--- src/verilog/enc_mon_params.svh ---
// Purpose: constants for the encoder monitor and modulo output block
// Assumes: 100 MHz mclk
// Notes:   opcodes, formats, register offsets and reset values
`ifndef ENC_MON_PARAMS_SVH
`define ENC_MON_PARAMS_SVH
`define OP_MON_ENABLE    8'haa
`define OP_MON_DISABLE   8'hab
`define OP_MOD_SET       8'hbd
`define OP_MOD_CLEAR     8'hbe
`define OP_SET_BIT       8'hd0
`define OP_CLR_BIT       8'hce
`define OP_CFG_IO        8'hbc
`define FMT_QUAD         2'h0
`define FMT_UPDN         2'h1
`define FMT_STEPDIR      2'h2
`define SRC_INTERNAL     1'h0
`define SRC_EXTERNAL     1'h1
`define MOD_COUNT_MIN    16'h0001
`define MOD_COUNT_MAX    16'h0020
`define REG_CMD          4'h0
`define REG_PARAM        4'h1
`define REG_STATUS       4'h2
`define REG_IRQ_STATUS   4'h3
`define REG_IRQ_MASK     4'h4
`define REG_IO_DIR       4'h5
`define REG_IO_OUT       4'h6
`define IRQ_DONE_BIT     0
`define IRQ_SEQ_BIT      1
`define IRQ_WIDTH        2
`define IO_LINES         7
`define STAT_RESET       32'h0000_0000
`endif

--- src/verilog/enc_mon_pkg.sv ---
// Purpose: shared types for the encoder monitor and modulo output block
// Assumes: nothing beyond the params header
// Notes:   command word and modulo configuration travel as structs
package enc_mon_pkg;
   typedef struct packed
   {
      logic [15:0] count;
      logic        source;
      logic [1:0]  format;
   } mod_cfg_type;

   typedef struct packed
   {
      logic [7:0]  opcode;
      logic [7:0]  line;
      logic [15:0] value;
   } cmd_word_type;

   typedef enum logic [2:0]
   {
      ST_IDLE  = 3'b001,
      ST_EXEC  = 3'b010,
      ST_HALT  = 3'b100
   } cmd_state_type;
endpackage : enc_mon_pkg

--- src/verilog/enc_mon_modulo.sv ---
// Purpose: encoder monitor and modulo output, commands over Avalon-MM
// Assumes: single clock mclk 100 MHz, sys_rst async active high
// Notes:   encoder pins and io inputs are synchronised by two flip-flops
// Functional notes
// with monitoring on, encoder A drives io line 1, B line 2, index line 3.
// with monitoring on, set or clear bit requests to lines 1-3 are a conflict.
// enabling monitoring while any of lines 1-3 is an output is a conflict.
// either conflict raises a sequence error and halts the command program.
// monitoring ends only on the disable command, which frees lines 1-3.
// enable-monitor is opcode 170 with no parameters, acknowledged without data.
// modulo clear stops the modulo output and frees lines 6 and 7.
// modulo clear is opcode 190 with no parameters, acknowledged only.
// the host configures lines 6 and 7 as inputs before modulo set.
// source 0 counts the internal encoder, source 1 an external one.
// format 0 drives lines 6 and 7 as a divided quadrature pair.
// format 1 pulses line 6 on positive counts and line 7 on negative counts.
// format 2 pulses line 6 and drives direction on line 7.
// step output rate is the encoder count rate divided by the modulo count.
// modulo count is signed 16-bit, accepted range 1 to 32.
// modulo set is opcode 189 carrying count, source and format, ack only.
// the divider wraps after count edges and resets on modulo enable or clear.
//
// Decided for this implementation: the Avalon-MM slave port and the placing of the registers.
`timescale 1ns/1ns
`include "enc_mon_params.svh"
module enc_mon_modulo
   import enc_mon_pkg::*;
(
   input  wire logic                  mclk,
   input  wire logic                  sys_rst,
   input  wire logic [3:0]            avs_address,
   input  wire logic                  avs_read,
   input  wire logic                  avs_write,
   input  wire logic [31:0]           avs_writedata,
   output logic      [31:0]           avs_readdata,
   output logic                       avs_waitrequest,
   input  wire logic                  int_enc_a,
   input  wire logic                  int_enc_b,
   input  wire logic                  int_enc_index,
   input  wire logic                  ext_enc_a,
   input  wire logic                  ext_enc_b,
   input  wire logic [`IO_LINES-1:0]  io_in,
   output logic      [`IO_LINES-1:0]  io_out,
   output logic      [`IO_LINES-1:0]  io_oe,
   output logic                       irq
);
   // synchronisers: stage one feeds stage two only
   logic [6:0] sync1;
   logic [6:0] sync2;
   logic [6:0] next_sync1;
   logic [6:0] next_sync2;
   logic [`IO_LINES-1:0] io_sync1;
   logic [`IO_LINES-1:0] io_sync2;

   always_comb
   begin
      next_sync1 = {io_in[0], ext_enc_b, ext_enc_a, int_enc_index, int_enc_b, int_enc_a, 1'b0};
      next_sync2 = sync1;
   end

   always_ff @(posedge mclk or posedge sys_rst)
   begin
      if (sys_rst)
      begin
         sync1    <= 7'h00;
         sync2    <= 7'h00;
         io_sync1 <= 7'h00;
         io_sync2 <= 7'h00;
      end
      else
      begin
         sync1    <= next_sync1;
         sync2    <= next_sync2;
         io_sync1 <= io_in;
         io_sync2 <= io_sync1;
      end
   end

   logic ia;
   logic ib;
   logic ii;
   logic ea;
   logic eb;
   assign ia = sync2[1];
   assign ib = sync2[2];
   assign ii = sync2[3];
   assign ea = sync2[4];
   assign eb = sync2[5];

   // command and control state
   cmd_state_type        state;
   cmd_state_type        next_state;
   cmd_word_type         cmd;
   cmd_word_type         next_cmd;
   mod_cfg_type          cfg;
   mod_cfg_type          next_cfg;
   logic                 mon_on;
   logic                 next_mon_on;
   logic                 mod_on;
   logic                 next_mod_on;
   logic                 mod_restart;
   logic                 next_mod_restart;
   logic [`IO_LINES-1:0] dir;
   logic [`IO_LINES-1:0] next_dir;
   logic [`IO_LINES-1:0] outv;
   logic [`IO_LINES-1:0] next_outv;
   logic [15:0]          param;
   logic [15:0]          next_param;
   logic [`IRQ_WIDTH-1:0] istat;
   logic [`IRQ_WIDTH-1:0] next_istat;
   logic [`IRQ_WIDTH-1:0] imask;
   logic [`IRQ_WIDTH-1:0] next_imask;
   logic [31:0]          rdata;
   logic [31:0]          next_rdata;
   logic                 wait_q;
   logic                 next_wait_q;
   logic                 ev_done;
   logic                 ev_seq;
   logic                 line_ok;
   logic [2:0]           lidx;

   logic acc;
   assign acc = (avs_read | avs_write) & wait_q;
   assign lidx = cmd.line[2:0] - 3'h1;

   always_comb
   begin
      next_state       = state;
      next_cmd         = cmd;
      next_cfg         = cfg;
      next_mon_on      = mon_on;
      next_mod_on      = mod_on;
      next_mod_restart = 1'b0;
      next_dir         = dir;
      next_outv        = outv;
      next_param       = param;
      next_imask       = imask;
      next_rdata       = rdata;
      next_wait_q      = 1'b1;
      ev_done          = 1'b0;
      ev_seq           = 1'b0;
      line_ok          = (cmd.line >= 8'h01) && (cmd.line <= 8'h07);
      // one wait cycle per access, then the answer
      if (acc)
         next_wait_q = 1'b0;
      if (acc && avs_write && avs_address == `REG_CMD && state == ST_IDLE)
      begin
         next_cmd   = avs_writedata;
         next_state = ST_EXEC;
      end
      if (acc && avs_write && avs_address == `REG_PARAM)
         next_param = avs_writedata[15:0];
      if (acc && avs_write && avs_address == `REG_IRQ_MASK)
         next_imask = avs_writedata[`IRQ_WIDTH-1:0];
      // writing the status register restarts a halted program
      if (acc && avs_write && avs_address == `REG_STATUS && state == ST_HALT)
         next_state = ST_IDLE;
      unique case (state)
         ST_IDLE:
            ;
         ST_EXEC:
         begin
            next_state = ST_IDLE;
            ev_done    = 1'b1;
            unique case (cmd.opcode)
               `OP_MON_ENABLE:
               begin
                  if (dir[2:0] != 3'h0)
                     ev_seq = 1'b1;
                  else
                     next_mon_on = 1'b1;
               end
               `OP_MON_DISABLE:
                  next_mon_on = 1'b0;
               `OP_MOD_SET:
               begin

                  if ($signed(cmd.value) < $signed(`MOD_COUNT_MIN) ||
                      $signed(cmd.value) > $signed(`MOD_COUNT_MAX))
                     ev_seq = 1'b1;
                  else
                  begin
                     next_cfg.count   = cmd.value;
                     next_cfg.source  = param[0];
                     next_cfg.format  = param[9:8];
                     next_mod_on      = 1'b1;
                     next_mod_restart = 1'b1;
                     next_dir[6:5]    = 2'h0;
                  end
               end
               `OP_MOD_CLEAR:
               begin
                  next_mod_on      = 1'b0;
                  next_mod_restart = 1'b1;
               end
               `OP_SET_BIT,
               `OP_CLR_BIT:
               begin
                  if (!line_ok || (mon_on && cmd.line <= 8'h03))
                     ev_seq = 1'b1;
                  else
                  begin
                     next_dir[lidx]  = 1'b1;
                     next_outv[lidx] = (cmd.opcode == `OP_SET_BIT);
                  end
               end
               `OP_CFG_IO:
               begin
                  if (!line_ok || (mon_on && cmd.line <= 8'h03))
                     ev_seq = 1'b1;
                  else
                  begin
                     next_dir[lidx]  = ~cmd.value[15];
                     next_outv[lidx] = cmd.value[0];
                  end
               end
               default:
                  ev_seq = 1'b1;
            endcase
            if (ev_seq)
               next_state = ST_HALT;
         end
         ST_HALT:
            ;
         default:
            next_state = ST_IDLE;
      endcase
      unique case (avs_address)
         `REG_CMD:        next_rdata = {24'h0, cmd.opcode};
         `REG_PARAM:      next_rdata = {16'h0, param};
         `REG_STATUS:     next_rdata = {27'h0, mod_on, mon_on, state == ST_HALT,
                                        state == ST_EXEC, state == ST_IDLE};
         `REG_IRQ_STATUS: next_rdata = {30'h0, istat};
         `REG_IRQ_MASK:   next_rdata = {30'h0, imask};
         `REG_IO_DIR:     next_rdata = {25'h0, dir};
         `REG_IO_OUT:     next_rdata = {25'h0, io_sync2};
         default:         next_rdata = 32'h0;
      endcase
      // set wins over read clear
      next_istat = istat;
      if (acc && avs_read && avs_address == `REG_IRQ_STATUS)
         next_istat = '0;
      if (ev_done)
         next_istat[`IRQ_DONE_BIT] = 1'b1;
      if (ev_seq)
         next_istat[`IRQ_SEQ_BIT] = 1'b1;
   end

   // modulo divider and output generator
   logic        cnt_a;
   logic        cnt_b;
   logic        pa;
   logic        pb;
   logic [1:0]  ph;
   logic [1:0]  next_ph;
   logic [15:0] div;
   logic [15:0] next_div;
   logic [1:0]  q;
   logic [1:0]  next_q;
   logic        sq;
   logic        next_sq;
   logic        up;
   logic        next_up;
   logic        step;
   logic        fwd;
   logic [`IO_LINES-1:0] next_io_out;
   logic [`IO_LINES-1:0] next_io_oe;

   assign cnt_a = (cfg.source == `SRC_EXTERNAL) ? ea : ia;
   assign cnt_b = (cfg.source == `SRC_EXTERNAL) ? eb : ib;

   always_comb
   begin
      next_ph  = {cnt_a, cnt_b};
      step     = (ph != {cnt_a, cnt_b});
      // gray order 00 01 11 10 is forward
      fwd      = (ph[1] == ph[0]) ? (cnt_b != ph[0]) : (cnt_a != ph[1]);
      next_div = div;
      next_q   = q;
      next_sq  = sq;
      next_up  = up;
      if (mod_restart || !mod_on)
      begin
         next_div = 16'h0;
         next_q   = 2'h0;
         next_sq  = 1'b0;
      end
      else if (step)
      begin
         next_up = fwd;
         if (div + 16'h1 >= cfg.count)
         begin
            next_div = 16'h0;
            next_sq  = 1'b1;
            next_q   = fwd ? q + 2'h1 : q - 2'h1;
         end
         else
         begin
            next_div = div + 16'h1;
            // one period per wrap: low for the second half, and on a reversal
            if (div + 16'h1 >= (cfg.count >> 1) || fwd != up)
               next_sq = 1'b0;
         end
      end
      else if (cfg.count == 16'h1)
         next_sq = 1'b0; // divide by one: one clock pulse per count
      next_io_oe  = dir;
      next_io_out = outv;
      if (mon_on)
      begin
         next_io_oe[2:0]  = 3'h7;
         next_io_out[2:0] = {ii, ib, ia};
      end
      if (mod_on)
      begin
         next_io_oe[6:5] = 2'h3;
         unique case (cfg.format)
            `FMT_QUAD:    next_io_out[6:5] = {q[1], q[1] ^ q[0]};
            `FMT_UPDN:    next_io_out[6:5] = {sq & ~up, sq & up};
            `FMT_STEPDIR: next_io_out[6:5] = {up, sq};
            default:      next_io_out[6:5] = 2'h0;
         endcase
      end
   end

   always_ff @(posedge mclk or posedge sys_rst)
   begin
      if (sys_rst)
      begin
         state           <= ST_IDLE;
         cmd             <= '0;
         cfg             <= '0;
         mon_on          <= 1'b0;
         mod_on          <= 1'b0;
         mod_restart     <= 1'b0;
         dir             <= 7'h00;
         outv            <= 7'h00;
         param           <= 16'h0;
         istat           <= '0;
         imask           <= '0;
         rdata           <= `STAT_RESET;
         wait_q          <= 1'b1;
         ph              <= 2'h0;
         div             <= 16'h0;
         q               <= 2'h0;
         sq              <= 1'b0;
         up              <= 1'b1;
         io_out          <= 7'h00;
         io_oe           <= 7'h00;
         irq             <= 1'b0;
         avs_readdata    <= 32'h0;
         avs_waitrequest <= 1'b1;
      end
      else
      begin
         state           <= next_state;
         cmd             <= next_cmd;
         cfg             <= next_cfg;
         mon_on          <= next_mon_on;
         mod_on          <= next_mod_on;
         mod_restart     <= next_mod_restart;
         dir             <= next_dir;
         outv            <= next_outv;
         param           <= next_param;
         istat           <= next_istat;
         imask           <= next_imask;
         rdata           <= next_rdata;
         wait_q          <= next_wait_q;
         ph              <= next_ph;
         div             <= next_div;
         q               <= next_q;
         sq              <= next_sq;
         up              <= next_up;
         io_out          <= next_io_out;
         io_oe           <= next_io_oe;
         irq             <= |(next_istat & next_imask);
         avs_readdata    <= next_rdata;
         avs_waitrequest <= next_wait_q;
      end
   end
endmodule : enc_mon_modulo

--- config.mk ---
export PLATFORM = sky130hd
export DESIGN_NAME = enc_mon_modulo
export DESIGN_NICKNAME = d
export VERILOG_FILES = /design/src/verilog/enc_mon_pkg.sv /design/src/verilog/enc_mon_modulo.sv
export VERILOG_INCLUDE_DIRS = /design/src /design/src/verilog
export SDC_FILE = /design/constraint.sdc
export NUM_CORES = 1
export LEC_CHECK = 0
export BUFFER_PORTS_ARGS = -buffer_cell sky130_fd_sc_hd__buf_2
export CORE_MARGIN = 2
export CORE_UTILIZATION = 35
export CTS_CLUSTER_DIAMETER = 80
export CTS_CLUSTER_SIZE = 10
export DETAILED_ROUTE_END_ITERATION = 8
export PLACE_DENSITY_LB_ADDON = 0.2
export SKIP_LAST_GASP = 1
export SLEW_MARGIN = 10
export SYNTH_ARGS = -nofsm -noshare
export SYNTH_HDL_FRONTEND = slang
export SYNTH_SLANG_ARGS = --single-unit
--- constraint.sdc ---
create_clock -name mclk -period 15.5 [get_ports mclk]
set_clock_uncertainty 0.2 [all_clocks]
set_input_delay 1.55 -clock mclk [delete_from_list [all_inputs] [get_ports mclk]]
set_output_delay 1.55 -clock mclk [all_outputs]
set_load 0.05 [all_outputs]
### After elaboration in Yosys (flattened, before gate mapping)

Index checks and enable logic that the tools add are counted.

* equal/unequal tests: 30
* mux-type cells: 57
* bitwise gates (word level): 11
* add/subtract/negate cells: 4
* reduce and logical (&&, ||, !) cells: 41
* $lt $le $gt $ge: 9

Operator list (count)
* 16-bit one-hot mux with 7 select lines: 1
* 8-bit equality test, second input constant: 7
* 16-bit two-way mux: 3
* 7-bit two-way mux: 4
* 1-bit two-way mux: 22
* 7-bit bitwise mux: 3
* 2-bit two-way mux: 9
* 16-bit by 1-bit adder with 16-bit output, second input constant: 1
* 16-bit by 1-bit equality test with 1-bit output, second input constant: 1
* 16-bit by 15-bit >= comparator with 1-bit output: 1
* 16-bit >= comparator: 1
* 16-bit by 7-bit greater-than comparator with 1-bit output, second input constant: 1
* 16-bit by 2-bit < comparator with 1-bit output, second input constant: 1
* 3-bit two-way mux: 5
* 7-bit one-hot mux with 2 select lines: 1
* 4-bit by 3-bit equality test with 1-bit output, second input constant: 3
* 1-bit logical AND: 12
* 2-bit one-hot mux with 3 select lines: 2
* 5-bit one-hot mux with 2 select lines: 1
* 2-bit nonzero test: 5
* 3-bit AND reduction: 3
* 3-bit nonzero test: 3
* 4-bit by 2-bit equality test with 1-bit output, second input constant: 2
* 8-bit by 1-bit >= comparator with 1-bit output, second input constant: 1
* 38 further kinds: 59

* output and inout port bits: 48
* register bits after elaboration: 185
* input bits: 52

### Longest topological paths before layout

Gate-level depths: netlist of the first run.

* depth after elaboration: 11
* mapped depth: 14

### Worst setup path after synthesis of the first run

Ideal clock, no wire load.

* path type: input-to-reg
* start point: input avs_address[3]
* end point: register cmd[6] (netlist name)
* arrival: 3092 ps
* data required time: 15183 ps
* stages: 8
* setup time: 117 ps
* setup slack: 12091 ps
* path buffers: 3
* cells stage by stage: clkbuf_1 -> nor4_2 -> and3_1 -> nand2_1 -> clkbuf_1 -> clkbuf_1 -> nand2_1 -> nand2_1

* cells in the longest elaborated chain, start to end: 3

RTL lines
* start, declared: line enc_mon_modulo.sv:31 `input wire logic [3:0] avs_address,`
* 4-bit logical NOT
* 1-bit logical AND (no source line)
* 1-bit logical AND: line enc_mon_modulo.sv:146 `` if (acc && avs_write && avs_address == `REG_CMD && state == ST_IDLE) ``
* end signal, assigned: line enc_mon_modulo.sv:357 `cmd <= next_cmd;`
* end, declared: line enc_mon_modulo.sv:93 `cmd_word_type cmd;`

Every way passes these cells.
A chain may end at the register's enable or synchronous reset.

### Worst setup path in the final report of the first run

* start point: register div[0]
* end point: register div[0]

* cells in the longest elaborated chain, start to end: 5

RTL lines
* start, declared: line enc_mon_modulo.sv:256 `logic [15:0] div;`
* start signal, assigned: line enc_mon_modulo.sv:370 `div <= next_div;`
* 16-bit by 1-bit adder with 16-bit output *: line enc_mon_modulo.sv:291, enc_mon_modulo.sv:299
* 16-bit >= comparator: line enc_mon_modulo.sv:291 `if (div + 16'h1 >= cfg.count)`
* 16-bit two-way mux *: line enc_mon_modulo.sv:291
* 16-bit two-way mux *: line enc_mon_modulo.sv:288 `else if (step)`
* 16-bit two-way mux *: line enc_mon_modulo.sv:282 `if (mod_restart || !mod_on)`

Every way passes the cells marked *; elsewhere a longest branch is shown, timed or not. The select of a mux whose other input is x is not followed.

==> results list, run 1 <==
- Outcome: complete, no violations
* Synth Area in Compound Gates: between 10% and 20%
- Residual antenna-violating net count after detailed routing: 0
- The setup check on the worst reg-to-reg path leaves a slack of 11.49 ns.
* Highest net fanout along the worst path: 15
- Top achievable clock speed: 249 MHz
* Minimum setup slack after placement: about 11 ns
- CTS sink cnt: approximately 170
- Fraction of final layout cells with drive strength greater than 1: roughly 23%
- Synthesis produced around 750 cells.
* Global placer's final weighted congestion: about 0.84
- Commonest non-fill, non-tap cell in the layout: dfrtp_1
* Clock buffers created by TritonCTS: 17
- Setup violations remaining at the end of the flow were counted as 0.
- From bottom edge to top edge, the die measures 155 µm.
* Antenna violations before repair: 0
- The worst path in the final design needs a cycle of approximately 4 ns, including I/O delays and setup.
- Global-route congestion overflow total: 0
- Final core occ: approximately 41%
- For this configuration, the core starts out at a cell density of roughly 36%.
- Number of rows created at floorplan: 55
- Final Routed Wirelength: roughly 18 mm
- Tightest hold margin: ~0.15 ns
- Total negative slack: 0 ns
- Req. time, crit path: 15.67 ns
* Slew Limit Headroom: a little over a quarter
* Arrival time worst endpoint: between 4 and 5 ns
- The number of max-slew violations in the final report is 0.
- After synthesis, the largest family of logic cells by area is simple AND/OR/NAND/NOR gates.
* Number of port buffers: just over 80
* Post-synthesis share of cell area spent on full adders, half adders and majority gates: under 10%
- Dividing the final minimum period by the clock period gives 25.9%.
- Hold Crit Class: reg -> reg
* TritonCTS clock tree: yes
- Among all flip-flop cells after synthesis, the most frequent one is dfrtp_1.
- Slew at the pin closest to its max-slew limit: ~1.1 ns
- Number of flops mapped to enable cells by yosys: 0
- After detailed routing, the average wire length per cell comes to ~16 µm.
- Using the TritonRoute via totals, the vias-per-cell ratio works out to ~5.
- Area post-placement: around 0.0087 mm²
* MaxCap Viol Count: 0
- The clock reaches the later pin of the worst-skew pair after 0.44 ns.
* Maximum level of the CTS H-tree: 4
- Once routing completed, OpenROAD measured the worst setup slack at 11.49 ns.
* Core area: between 0.02 and 0.025 mm²
- The critical path in this run is classified as reg -> reg.
* Detailed-placement wirelength estimate: roughly 13 mm
- Power density over the cells: approximately 110 mW/mm²
* Total via count in the routed design: 5710
- The first global-routing pass estimated about 30 mm of wire.
- Commonest non-fill, non-tap cells in the layout: dfrtp_1 (166), nand2_1 (140), buf_2 (83)
- Antenna diodes: 0
- Compared with the post-synthesis result, the final layout area differs by 16.4%.
- Nets: 916
* Total routing resource utilization after global routing: about 16%
- Post-CTS repair changed the size of 0 cells.
* Library cell used as clock root buffer: clkbuf_16
- For this block, the initial DRC count from the detailed router was 290.
- Die Span X: around 160 µm
- Clock transition at the registers of the reported paths: 0.08 ns
- The worst setup path is launched from a register.
- Hold repair after CTS inserted 0 buffers.
- In this run, synthesis produced a sequential element count of 169.
- Simple-gate portion of the synthesized area: between 10% and 20%
- RSZ-0062 raised after global routing: false
* Count of pins on the block boundary: 100
* Number of warning messages in the yosys log: 0
- Async set or reset register ratio after synthesis: 100%
* Unique masters post-synth: between 70 and 80
- The worst setup path is captured at a register.
* Mapped Area: about 0.008 mm²
- DRC errors left: 0
- In this run the post-CTS setup repair buffer count came out at 0.
- Entering global routing, the biggest net connects around 110 pins.
- The number of global-route vias before repair was around 5700.
* Maximum root-to-sink buffer count: 2
* Full die area: approximately 0.024 mm²
* Area share of xor/xnor cells in the synthesized design: 1.86%
- The first detailed-routing pass ran for 5 iterations.
- Each instance of the synthesized netlist takes up on average between 10 and 15 µm².
- Cell area after layout: between 0.009 and 0.01 mm²
- The number of endpoints with negative hold slack in the final report is 0.
- IR analysis of the VDD net gives a maximum drop of around 65 µV.
- In this run the static leakage power is around 4.7 nW.
- After synthesis, flip-flops and latches occupy 52.8% of the total area.
- Share of synthesized area spent on multiplexers: approximately 7.6%
==> per-layer routing <==
metal	track usage (%)	routed length (µm)	vias to the layer above	part of all wire, %
li1	-	-	2787	-
met1	21.6	8700	2782	48
met2	26.2	8750	121	48
met3	3.06	583	20	3.2
met4	4.24	246	0	1.3
met5	0	0	-	0
==> power breakdown <==
group	internal, mW	switching, mW
Sequential	0.478	0.0290
Combinational	0.0395	0.0675
Clock	0.224	0.219
==> registers in the layout, summed over array words and instances, names as in the netlist, 3 cells and up <==
name,cells
div,16
cmd,32
param,16
io_sync2,7
avs_readdata,16
dir,7
cfg,19
io_sync1,7
io_out,7
io_oe,7
next_sync2,5
state,3
outv,7
sync2,5
==> worst paths after layout <==
path | startpoint | to | cells after the start
setup / recovery | div[0]$_DFFE_PP0P_ | div[0]$_DFFE_PP0P_ | 13
hold / removal | next_sync2[2]$_DFF_PP0_ | sync2[2]$_DFF_PP0_ | 0
setup reg to reg | div[0]$_DFFE_PP0P_ | div[0]$_DFFE_PP0P_ | 13
hold reg to reg | next_sync2[2]$_DFF_PP0_ | sync2[2]$_DFF_PP0_ | 0
max in group asynchronous | sys_rst | cfg[10]$_DFFE_PP0P_ | 3
min in group asynchronous | sys_rst | sq$_DFFE_PP0P_ | 2
==> critical path, stage by stage (launching register included) <==
cell and delay, ns:
dfrtp_1 0.48, ha_1 0.28, nand3_1 0.15, nor3_1 0.37, nand2_1 0.17, xnor2_1 0.26
ha_1 0.31, nand3_1 0.11, nand2_1 0.06, nor3_1 0.23, a21oi_1 0.10, buf_4 0.21
nor2_1 0.73, mux2_2 0.29
==> kinds of logic after synthesis <==
kind of cell	Yosys count
mux	52
buf+inv	68
fa+ha+maj	34
simple gates	287
compound gates	118
other cells	1
flops	169
xor+xnor	17
==> synthesized netlist by cell type (all sizes together), types with 7 or more instances <==
cell | number | area share, %
a21o | 10 | 0.94
a21oi | 28 | 1.7
nand2 | 141 | 6.7
nand3 | 24 | 1.5
ha | 34 | 5.3
a22o | 9 | 0.98
and3 | 8 | 0.62
mux2i | 7 | 0.92
mux2 | 43 | 6.1
buf | 21 | 1.8
or3 | 7 | 0.61
nor3 | 10 | 0.62
nor4 | 10 | 1.1
nor2 | 30 | 1.4
dfrtp | 166 | 52
a22oi | 8 | 0.75
inv | 30 | 1.4
and2 | 10 | 0.78
o21ai | 14 | 0.87
or2 | 7 | 0.58
xnor2 | 13 | 1.4
clkbuf | 17 | 0.80
==> layout make-up <==
class	count	area [µm²]
clock inverter	15	216
tap	285	357
clock buffer	17	425
inverter	30	118
sequential	169	4230
multi-input combinational	524	3540
fill	2231	13200
timing repair buffer	88	453
==> stage by stage <==
| stage | cells | power (mW) |
|---|---|---|
| 3_5_place_dp | 1096 | 0.624 |
| 4_1_cts | 1128 | 1.07 |
| 2_1_floorplan | 761 | 0.592 |
| 5_1_grt | 1128 | 1.11 |
| 3_3_place_gp | 1096 | 0.623 |
| 6_report | 1128 | 1.06 |
Note: power is estimated with default switching activity, not from simulation.
==> run 2: changes to the inputs <==
- clock period: 15.5 -> 4.1 ns (I/O delays scaled with it)
==> results list, run 2 (synthesis gave the netlist of run 1 again) <==
* Outcome: complete, no violations (unchanged)
* Core area: 0.0226 mm² (unchanged)
- Crit path cell chain: ha_1, nand3_1, nor3_1, nand2_1, xnor2_1, ha_1, o2111ai_1, a311oi_1, nor2_1, a21oi_1, nor2_1, buf_4, a221o_1 (was ha_1, nand3_1, nor3_1, nand2_1, xnor2_1, ha_1, nand3_1, nand2_1, nor3_1, a21oi_1, buf_4, nor2_1, mux2_2).
- The count of max-cap constraint violations is 0 (unchanged).
- The layout net count came to 964 (was 916).
- Arrival time worst endpoint: 3.76 ns (was 4.18 ns)
- Clock buffers created by TritonCTS: 17 (unchanged)
- Antenna diodes: 0 (unchanged)
- The power per unit of standard cell area was 410 mW/mm² (was 113 mW/mm²).
- The final total negative setup slack is 0 ns (unchanged).
- Hold Crit Class: in -> reg (was reg -> reg)
- Worst Setup Start Kind: register (unchanged)
- The endpoint with the worst hold slack is cmd[1]$_DFFE_PP0P_ (was sync2[2]$_DFF_PP0_).
* Area grow syn2layout: 21.9% (was 16.4%)
* Maximum root-to-sink buffer count: 2 (unchanged)
- Slowest stage delay, CP: 0.47 ns (was 0.73 ns)
* RSZ-0062 raised after global routing: false (unchanged)
* Vias in the first global route: 5833 (was 5706)
* Wire per inst: 15.8 µm (was 16.2 µm)
* CTS sink cnt: 169 (unchanged)
- The time the final worst path needs with I/O delays and setup came to 3.65 ns (was 4.01 ns).
- The initial core utilization was 35.5% (unchanged).
- The smallest setup slack after layout is 0.446 ns (was 11.49 ns).
* Count of pins on the block boundary: 100 (unchanged)
* Highest net fanout along the worst path: 9 (was 15)
* Fraction of the cycle the final worst path needs: 89.1% (was 25.9%)
* Req. time, crit path: 4.21 ns (was 15.67 ns)
* R2r startpoint: div[0]$_DFFE_PP0P_ (unchanged)
- Insertion delay of the later-clocked pin in the worst-skew pair: 0.44 ns (about the same)
- Cell family with most CP delay: simple AND/OR/NAND/NOR gates (unchanged)
- Fraction of final layout cells with drive strength greater than 1: 22.0% (was 22.7%)
* TritonCTS clock tree: yes (unchanged)
* Residual antenna-violating net count after detailed routing: 0 (unchanged)
- Tightest hold margin: 0.00539 ns (was 0.150 ns)
- The endpoint of the worst register-to-register path is div[10]$_DFFE_PP0P_ (was div[0]$_DFFE_PP0P_).
* Die Ht: 155 µm (unchanged)
* Maximum level of the CTS H-tree: 4 (unchanged)
- The number of cell rows is 55 (unchanged).
- Max-slew violation count: 0 (unchanged)
- Count of final setup violators: 0 (unchanged)
- The number of search-and-repair iterations in the first detailed-routing pass came to 5 (unchanged).
- Critical path class: reg -> reg (unchanged)
* LEAKAGE: 4.86 nW (was 4.66 nW)
* Number of flip-flops in the largest register: 32 (unchanged)
* Total routing resource utilization after global routing: 16.4% (was 15.9%)
- The first-pass GRT wire length is 31.1 mm (was 30.3 mm).
* Top achievable clock speed: 274 MHz (was 249 MHz)
* Worst r2r path cells: 13 (unchanged)
* Hold Violations, Final: 0 (unchanged)
- Number of logic stages on the critical path including buffering: 13 (unchanged)
- Number of port buffers: 83 (unchanged)
- The instance count along the most critical hold path was 3 (was 0).
* IR drop worst, VDD: 288 µV (was 65.5 µV)
- Commonest non-fill, non-tap cells in the layout: dfrtp_1 (166), nand2_1 (140), buf_2 (83) (unchanged).
- Full die area: 0.0241 mm² (unchanged)
* Top flop regs: cmd x32, cfg x19 (unchanged)
* Slew at the pin closest to its max-slew limit: 1.03 ns (was 1.07 ns)
- Total via count in the routed design: 5839 (was 5710)
- The global placer's final weighted congestion came to 0.817 (was 0.840).
- The setup slack of the most critical reg-to-reg path is 0.45 ns (was 11.49 ns).
* Slowest cell on crit path: dfrtp_1 (was nor2_1)
- Maximum number of pins on one net before global-route repair: 103 (was 107)
- Detailed-placement wirelength estimate: 13.3 mm (about the same)
- Number of violations reported at the end of detailed-routing iteration 0: 312 (was 290)
* Slew Limit Headroom: 30.7% (was 27.5%)
* Library cell used as clock root buffer: clkbuf_16 (unchanged)
* Clock transition at the registers of the reported paths: 0.08 ns (about the same)
- The die boundary width was 155 µm (unchanged).
- The aggregate routed wire length came to 18.6 mm (was 18.3 mm).
* Critical Path End Type: register (unchanged)
- Global-route congestion overflow total: 0 (unchanged)
- Hold Crit Start: avs_writedata[1] (was next_sync2[2]$_DFF_PP0_)
- The number of antenna violations at the first check in global routing is 0 (unchanged).
* Minimum setup slack after placement: 0.450 ns (was 11.43 ns)
- Combined buffer and inverter count along the critical path: 1 (unchanged)
- The leading cell type in the layout, fill and taps excluded was dfrtp_1 (unchanged).
- Most flops, register: cmd (unchanged)
- The average vias per placed instance is 4.97 (was 5.06).
* DRC errors left: 0 (unchanged)
## run 2: changes by cell type in the layout (fill, tap and decap cells not counted), sizes merged
cell | before | now
buf | 88 | 93
bufinv | 0 | 1
clkbuf | 17 | 18
clkinv | 10 | 4
clkinvlp | 0 | 1
dlygate4sd3 | 0 | 43
inv | 35 | 38
## run 2: per-stage QoR
step	util (%)	cells	area (µm²)	power, mW
after global routing	43.3	1176	9780	4.21
after CTS	43.3	1176	9780	4.06
after global placement	38.7	1101	8740	2.36
after floorplan	-	761	8080	2.24
final	43.3	1176	9780	4.01
after detailed placement	38.7	1101	8740	2.36
## run 2: routing by layer
layer  vias up  track usage, %  wire, µm  part of all wire, %
met1      2835            22.2      8760                   47
met5         -               0         0                    0
li1       2874               -         -                    -
met4         0            5.37       281                  1.5
met2       113            26.4      8840                   48
met3        17            3.54       667                  3.6
## run 2: layout make-up
| class | instances | area, µm² |
|---|---|---|
| Fill cell | 2201 | 12800 |
| Sequential cell | 169 | 4230 |
| Multi-Input combinational cell | 524 | 3540 |
| Timing Repair Buffer | 136 | 933 |
| Clock buffer | 18 | 439 |
| Tap cell | 285 | 357 |
| Clock inverter | 14 | 166 |
| Inverter | 30 | 116 |
## run 2: worst register-to-register path, delay by kind of cell (launching register included)
kind,cells,cell delay (ns)
flops,1,0.47
xor+xnor,1,0.19
buf+inv,1,0.20
simple gates,5,0.95
fa+ha+maj,2,0.61
compound gates,4,0.93
## run 2: what timing repair did
| item | 4_1_cts | 5_1_grt |
|---|---|---|
| endpoints found under the hold margin | 68 | 0 |
| setup buffers | 0 | 0 |
| hold buffers | 43 | 0 |
| gates resized for setup | 0 | 0 |
## run 2: how the worst max path moves through the flow
stage / to / start
2_1_floorplan: div[5]$_DFFE_PP0P_ / div[0]$_DFFE_PP0P_
3_3_place_gp: div[14]$_DFFE_PP0P_ / div[0]$_DFFE_PP0P_
3_5_place_dp: div[14]$_DFFE_PP0P_ / div[0]$_DFFE_PP0P_
4_1_cts: div[10]$_DFFE_PP0P_ / div[0]$_DFFE_PP0P_
5_1_grt: div[10]$_DFFE_PP0P_ / div[0]$_DFFE_PP0P_
6_report: div[10]$_DFFE_PP0P_ / div[0]$_DFFE_PP0P_
## run 2: where the power goes
part           switching (mW)  internal (mW)  leakage, nW  total, mW
Sequential              0.111           1.81         2.22       1.92
Clock                   0.764          0.892        0.300       1.66
Combinational           0.258          0.179         2.33      0.437
==> run 3: changes to the inputs <==
- ABC_AREA: default -> 1
- CTS_CLUSTER_DIAMETER: 80 -> 40
==> results list, run 3 <==
- Arrival time worst endpoint: 3.54 ns (was 3.76 ns)
- IR drop worst, VDD: 313 µV (was 288 µV)
- Effective utilization at floorplan: 35.4% (was 35.5%)
- Count of final setup violators: 0 (unchanged)
* TritonCTS clock tree: yes (unchanged)
- Global-route congestion overflow total: 0 (unchanged)
- The final total negative setup slack was 0 ns (unchanged).
- The buffering stage count on the worst path with inverters included is 2 (was 1).
- Highest net fanout along the worst path: 11 (was 9)
- Cell types with the largest area share after synthesis: dfrtp_1 (52%), nand2_1 (10%), inv_1 (6.2%), ha_1 (5.3%), o21ai_0 (4.6%) (was dfrtp_1 (52%), nand2_1 (6.6%), mux2_2 (5.8%), ha_1 (5.3%), a21oi_1 (1.7%)).
* Number of warning messages in the yosys log: 0 (unchanged)
- Crit path cell chain: ha_1, nand3_1, nor2_1, nand4_1, nor3_1, nand2_1, xor2_1, inv_1, ha_1, a21oi_1, o21ai_0, a41oi_1, nand3_1, nor2_4, inv_2, o21ai_0 (was ha_1, nand3_1, nor3_1, nand2_1, xnor2_1, ha_1, o2111ai_1, a311oi_1, nor2_1, a21oi_1, nor2_1, buf_4, a221o_1)
- Post-synthesis cell type with the largest combined area: dfrtp_1 (unchanged)
- Most flops, register: cmd (unchanged)
- The TritonCTS sink count is 169 (unchanged).
- Core area: 0.0225 mm² (was 0.0226 mm²)
- The share of post-route cells with drive strength above 1 came to 15.6% (was 22.0%).
- Top flop regs: cmd x32, cfg x19 (unchanged)
- Commonest non-fill, non-tap cell in the layout: nand2_1 (was dfrtp_1)
- Total routing resource utilization after global routing: 15.8% (was 16.4%)
* Fraction of synthesized cell area taken by the top area cell type: 52.2% (was 51.8%)
* Top achievable clock speed: 295 MHz (was 274 MHz)
- The async set or reset register ratio after synthesis came to 100% (unchanged).
- Final Routed Wirelength: 18.1 mm (was 18.6 mm)
- Worst r2r path cells: 16 (was 13)
* DRC errors left: 0 (unchanged)
- The number of I/O pins came to 100 (unchanged).
* LEAKAGE: 4.89 nW (was 4.86 nW)
- Fraction of the cycle the final worst path needs: 82.8% (was 89.1%)
* Area grow syn2layout: 19.0% (was 21.9%)
- The flip-flop cell with the highest count after synthesis was dfrtp_1 (unchanged).
* Minimum setup slack after placement: 0.711 ns (was 0.450 ns)
* Detailed-placement wirelength estimate: 13.3 mm (about the same)
- Synthesized instance count: 907 (was 746)
- The number of antenna violations at the first check in global routing came to 0 (unchanged).
- MaxCap Viol Count: 0 (unchanged)
- Maximum level of the CTS H-tree: 4 (unchanged)
- The final reports fail on hold timing.
- The cell family contributing the most delay on the critical path is simple AND/OR/NAND/NOR gates (unchanged).
- The power per unit of standard cell area is 468 mW/mm² (was 410 mW/mm²).
- Full die area: 0.0240 mm² (was 0.0241 mm²)
* Maximum number of pins on one net before global-route repair: 170 (was 103)
- Commonest non-fill, non-tap cells in the layout: nand2_1 (220), dfrtp_1 (166), inv_1 (130) (was dfrtp_1 (166), nand2_1 (140), buf_2 (83))
- Outcome: finished, violations left (was complete, no violations)
- The number of routed nets with antenna violations is 0 (unchanged).
- Die Span X: 155 µm (about the same)
- Hold Violations, Final: 4 (was 0)
* Mean area per synthesized cell: 8.78 µm² (was 10.8 µm²)
- Post_cts resized: 0 (unchanged)
* Mapped Area: 0.00797 mm² (was 0.00802 mm²)
- The number of enable-type register cells in the synthesized netlist is 0 (unchanged).
- The count of hold buffers inserted by post-cts repair was 23 (was 43).
- The DRC marker count from the first detailed-route iteration was 290 (was 312).
* Number of rows created at floorplan: 55 (unchanged)
- The global placer's final weighted congestion was 0.839 (was 0.817).
- Antenna diodes: 0 (unchanged)
* Slowest cell on crit path: dfrtp_1 (unchanged)
- The number of max-slew violations in the final report came to 0 (unchanged).
- The maximum number of buffers from clock root to sink was 2 (unchanged).
* First-pass GRT wire length: 29.9 mm (was 31.1 mm)
- Post-CTS Setup Bufs: 0 (unchanged)
- Req. time, crit path: 4.25 ns (was 4.21 ns)
- Post-detailed-route via-to-cell ratio: 4.59 (was 4.97)
- The setup slack of the most critical reg-to-reg path is 0.71 ns (was 0.45 ns).
- Worst Setup Start Kind: register (unchanged)
- Most numerous cell types in the synthesized netlist: nand2_1 (220), dfrtp_1 (166), inv_1 (131) (was dfrtp_1 (166), nand2_1 (140), mux2_2 (41))
- Seq. cell area: 0.00423 mm² (unchanged)
- Most frequent cell after synthesis: nand2_1 (was dfrtp_1)
- The smallest setup slack after layout was 0.705 ns (was 0.446 ns).
* Slowest stage delay, CP: 0.44 ns (was 0.47 ns)
* Fill cell instance count of the final layout: 2230 (was 2201)
- The transition at the pin with the smallest max-transition slack came to 0.944 ns (was 1.03 ns).
* Slew Limit Headroom: 37.0% (was 30.7%)
- RSZ-0062 raised after global routing: false (unchanged).
- The path type of the worst min-delay path is in -> async (was in -> reg).
- End of the worst register-to-register path: div[12]$_DFFE_PP0P_ (was div[10]$_DFFE_PP0P_)
* Die Ht: 155 µm (about the same)
* Power consumption: 4.44 mW (was 4.01 mW)
* Total via count in the routed design: 6039 (was 5839)
- Wire per inst: 13.7 µm (was 15.8 µm)
- The class of the most critical setup path is reg -> reg (unchanged).
- Flops & latches, synth: 169 (unchanged)
* Clock buffers created by TritonCTS: 17 (unchanged)
- The root cell of the clock tree is clkbuf_16 (unchanged).
- The flip-flop count of the largest register after layout was 32 (unchanged).
- Insertion delay of the later-clocked pin in the worst-skew pair: 0.43 ns (was 0.44 ns)
- R2r startpoint: div[0]$_DFFE_PP0P_ (unchanged)
* Nets: 1105 (was 964)
- Crit path time final: 3.39 ns (was 3.65 ns)
* Seq/Total Area, Yosys: 53.1% (was 52.8%)
- Vias in the first global route: 5854 (was 5833)
- The number of search-and-repair iterations in the first detailed-routing pass is 5 (unchanged).
* Unique masters post-synth: 50 (was 72)
- Tightest hold margin: -0.0190 ns (was 0.00539 ns)
- Critical Path End Type: register (unchanged)
- Combined area of the multi-input logic cells: 0.00306 mm² (was 0.00354 mm²)
- Clock transition at the registers of the reported paths: 0.07 ns (was 0.08 ns)
- Number of port buffers: 83 (unchanged)
[run 3: worst min-delay path: cells and delay by family]
kind	cells	cell delay [ns]
buffers and inverters	3	0.71
[run 3: final cells by class]
| type | count | area share (%) |
|---|---|---|
| Inverter | 142 | 5.66 |
| Multi-Input combinational cell | 581 | 32.2 |
| Sequential cell | 169 | 44.7 |
| Clock buffer | 19 | 4.67 |
| Timing Repair Buffer | 108 | 7.10 |
| Tap cell | 285 | 3.76 |
| Clock inverter | 13 | 1.89 |
[run 3: worst max path at each step]
stage	from	to	cells past startpoint
2_1_floorplan	div[0]$_DFFE_PP0P_	div[0]$_DFFE_PP0P_	18
3_3_place_gp	div[0]$_DFFE_PP0P_	div[12]$_DFFE_PP0P_	17
3_5_place_dp	div[0]$_DFFE_PP0P_	div[12]$_DFFE_PP0P_	16
4_1_cts	div[0]$_DFFE_PP0P_	div[12]$_DFFE_PP0P_	16
5_1_grt	div[0]$_DFFE_PP0P_	div[12]$_DFFE_PP0P_	17
6_report	div[0]$_DFFE_PP0P_	div[12]$_DFFE_PP0P_	16
[run 3: per-layer routing]
layer	vias up	track usage, %	wire length, µm
met5	-	0	0
met4	0	5.03	298
met3	18	3.15	535
met2	94	25.4	8430
met1	2817	21.6	8810
li1	3110	-	-
[run 3: metrics by stage]
| stage | util (%) | hold WS (ns) | instance area [µm²] | cells |
|---|---|---|---|---|
| after detailed placement | 38.3 | 0.135 | 8620 | 1262 |
| after floorplan | - | 0.131 | 8030 | 922 |
| after global placement | 38.3 | 0.132 | 8620 | 1262 |
| after CTS | 42.1 | 0.00225 | 9480 | 1317 |
| after global routing | 42.1 | 0.000982 | 9480 | 1317 |
| final | 42.1 | -0.0190 | 9480 | 1317 |
[run 3: cells by family (layout without fill, tap and decap cells)]
group / count (synthesis) / in the layout / share of synthesized area (%)
mux: 3 / 3 / 0.424
other cells: 1 / 16 / 0.0471
flops: 169 / 169 / 53.1
simple gates: 375 / 375 / 20.5
fa+ha+maj: 34 / 34 / 5.34
buf+inv: 172 / 282 / 9.20
compound gates: 142 / 142 / 10.2
xor+xnor: 11 / 11 / 1.21
[run 3: where the power goes]
| group | switching [mW] | internal, mW | total [mW] |
|---|---|---|---|
| Sequential | 0.135 | 1.88 | 2.02 |
| Clock | 0.701 | 0.992 | 1.69 |
| Combinational | 0.507 | 0.219 | 0.726 |
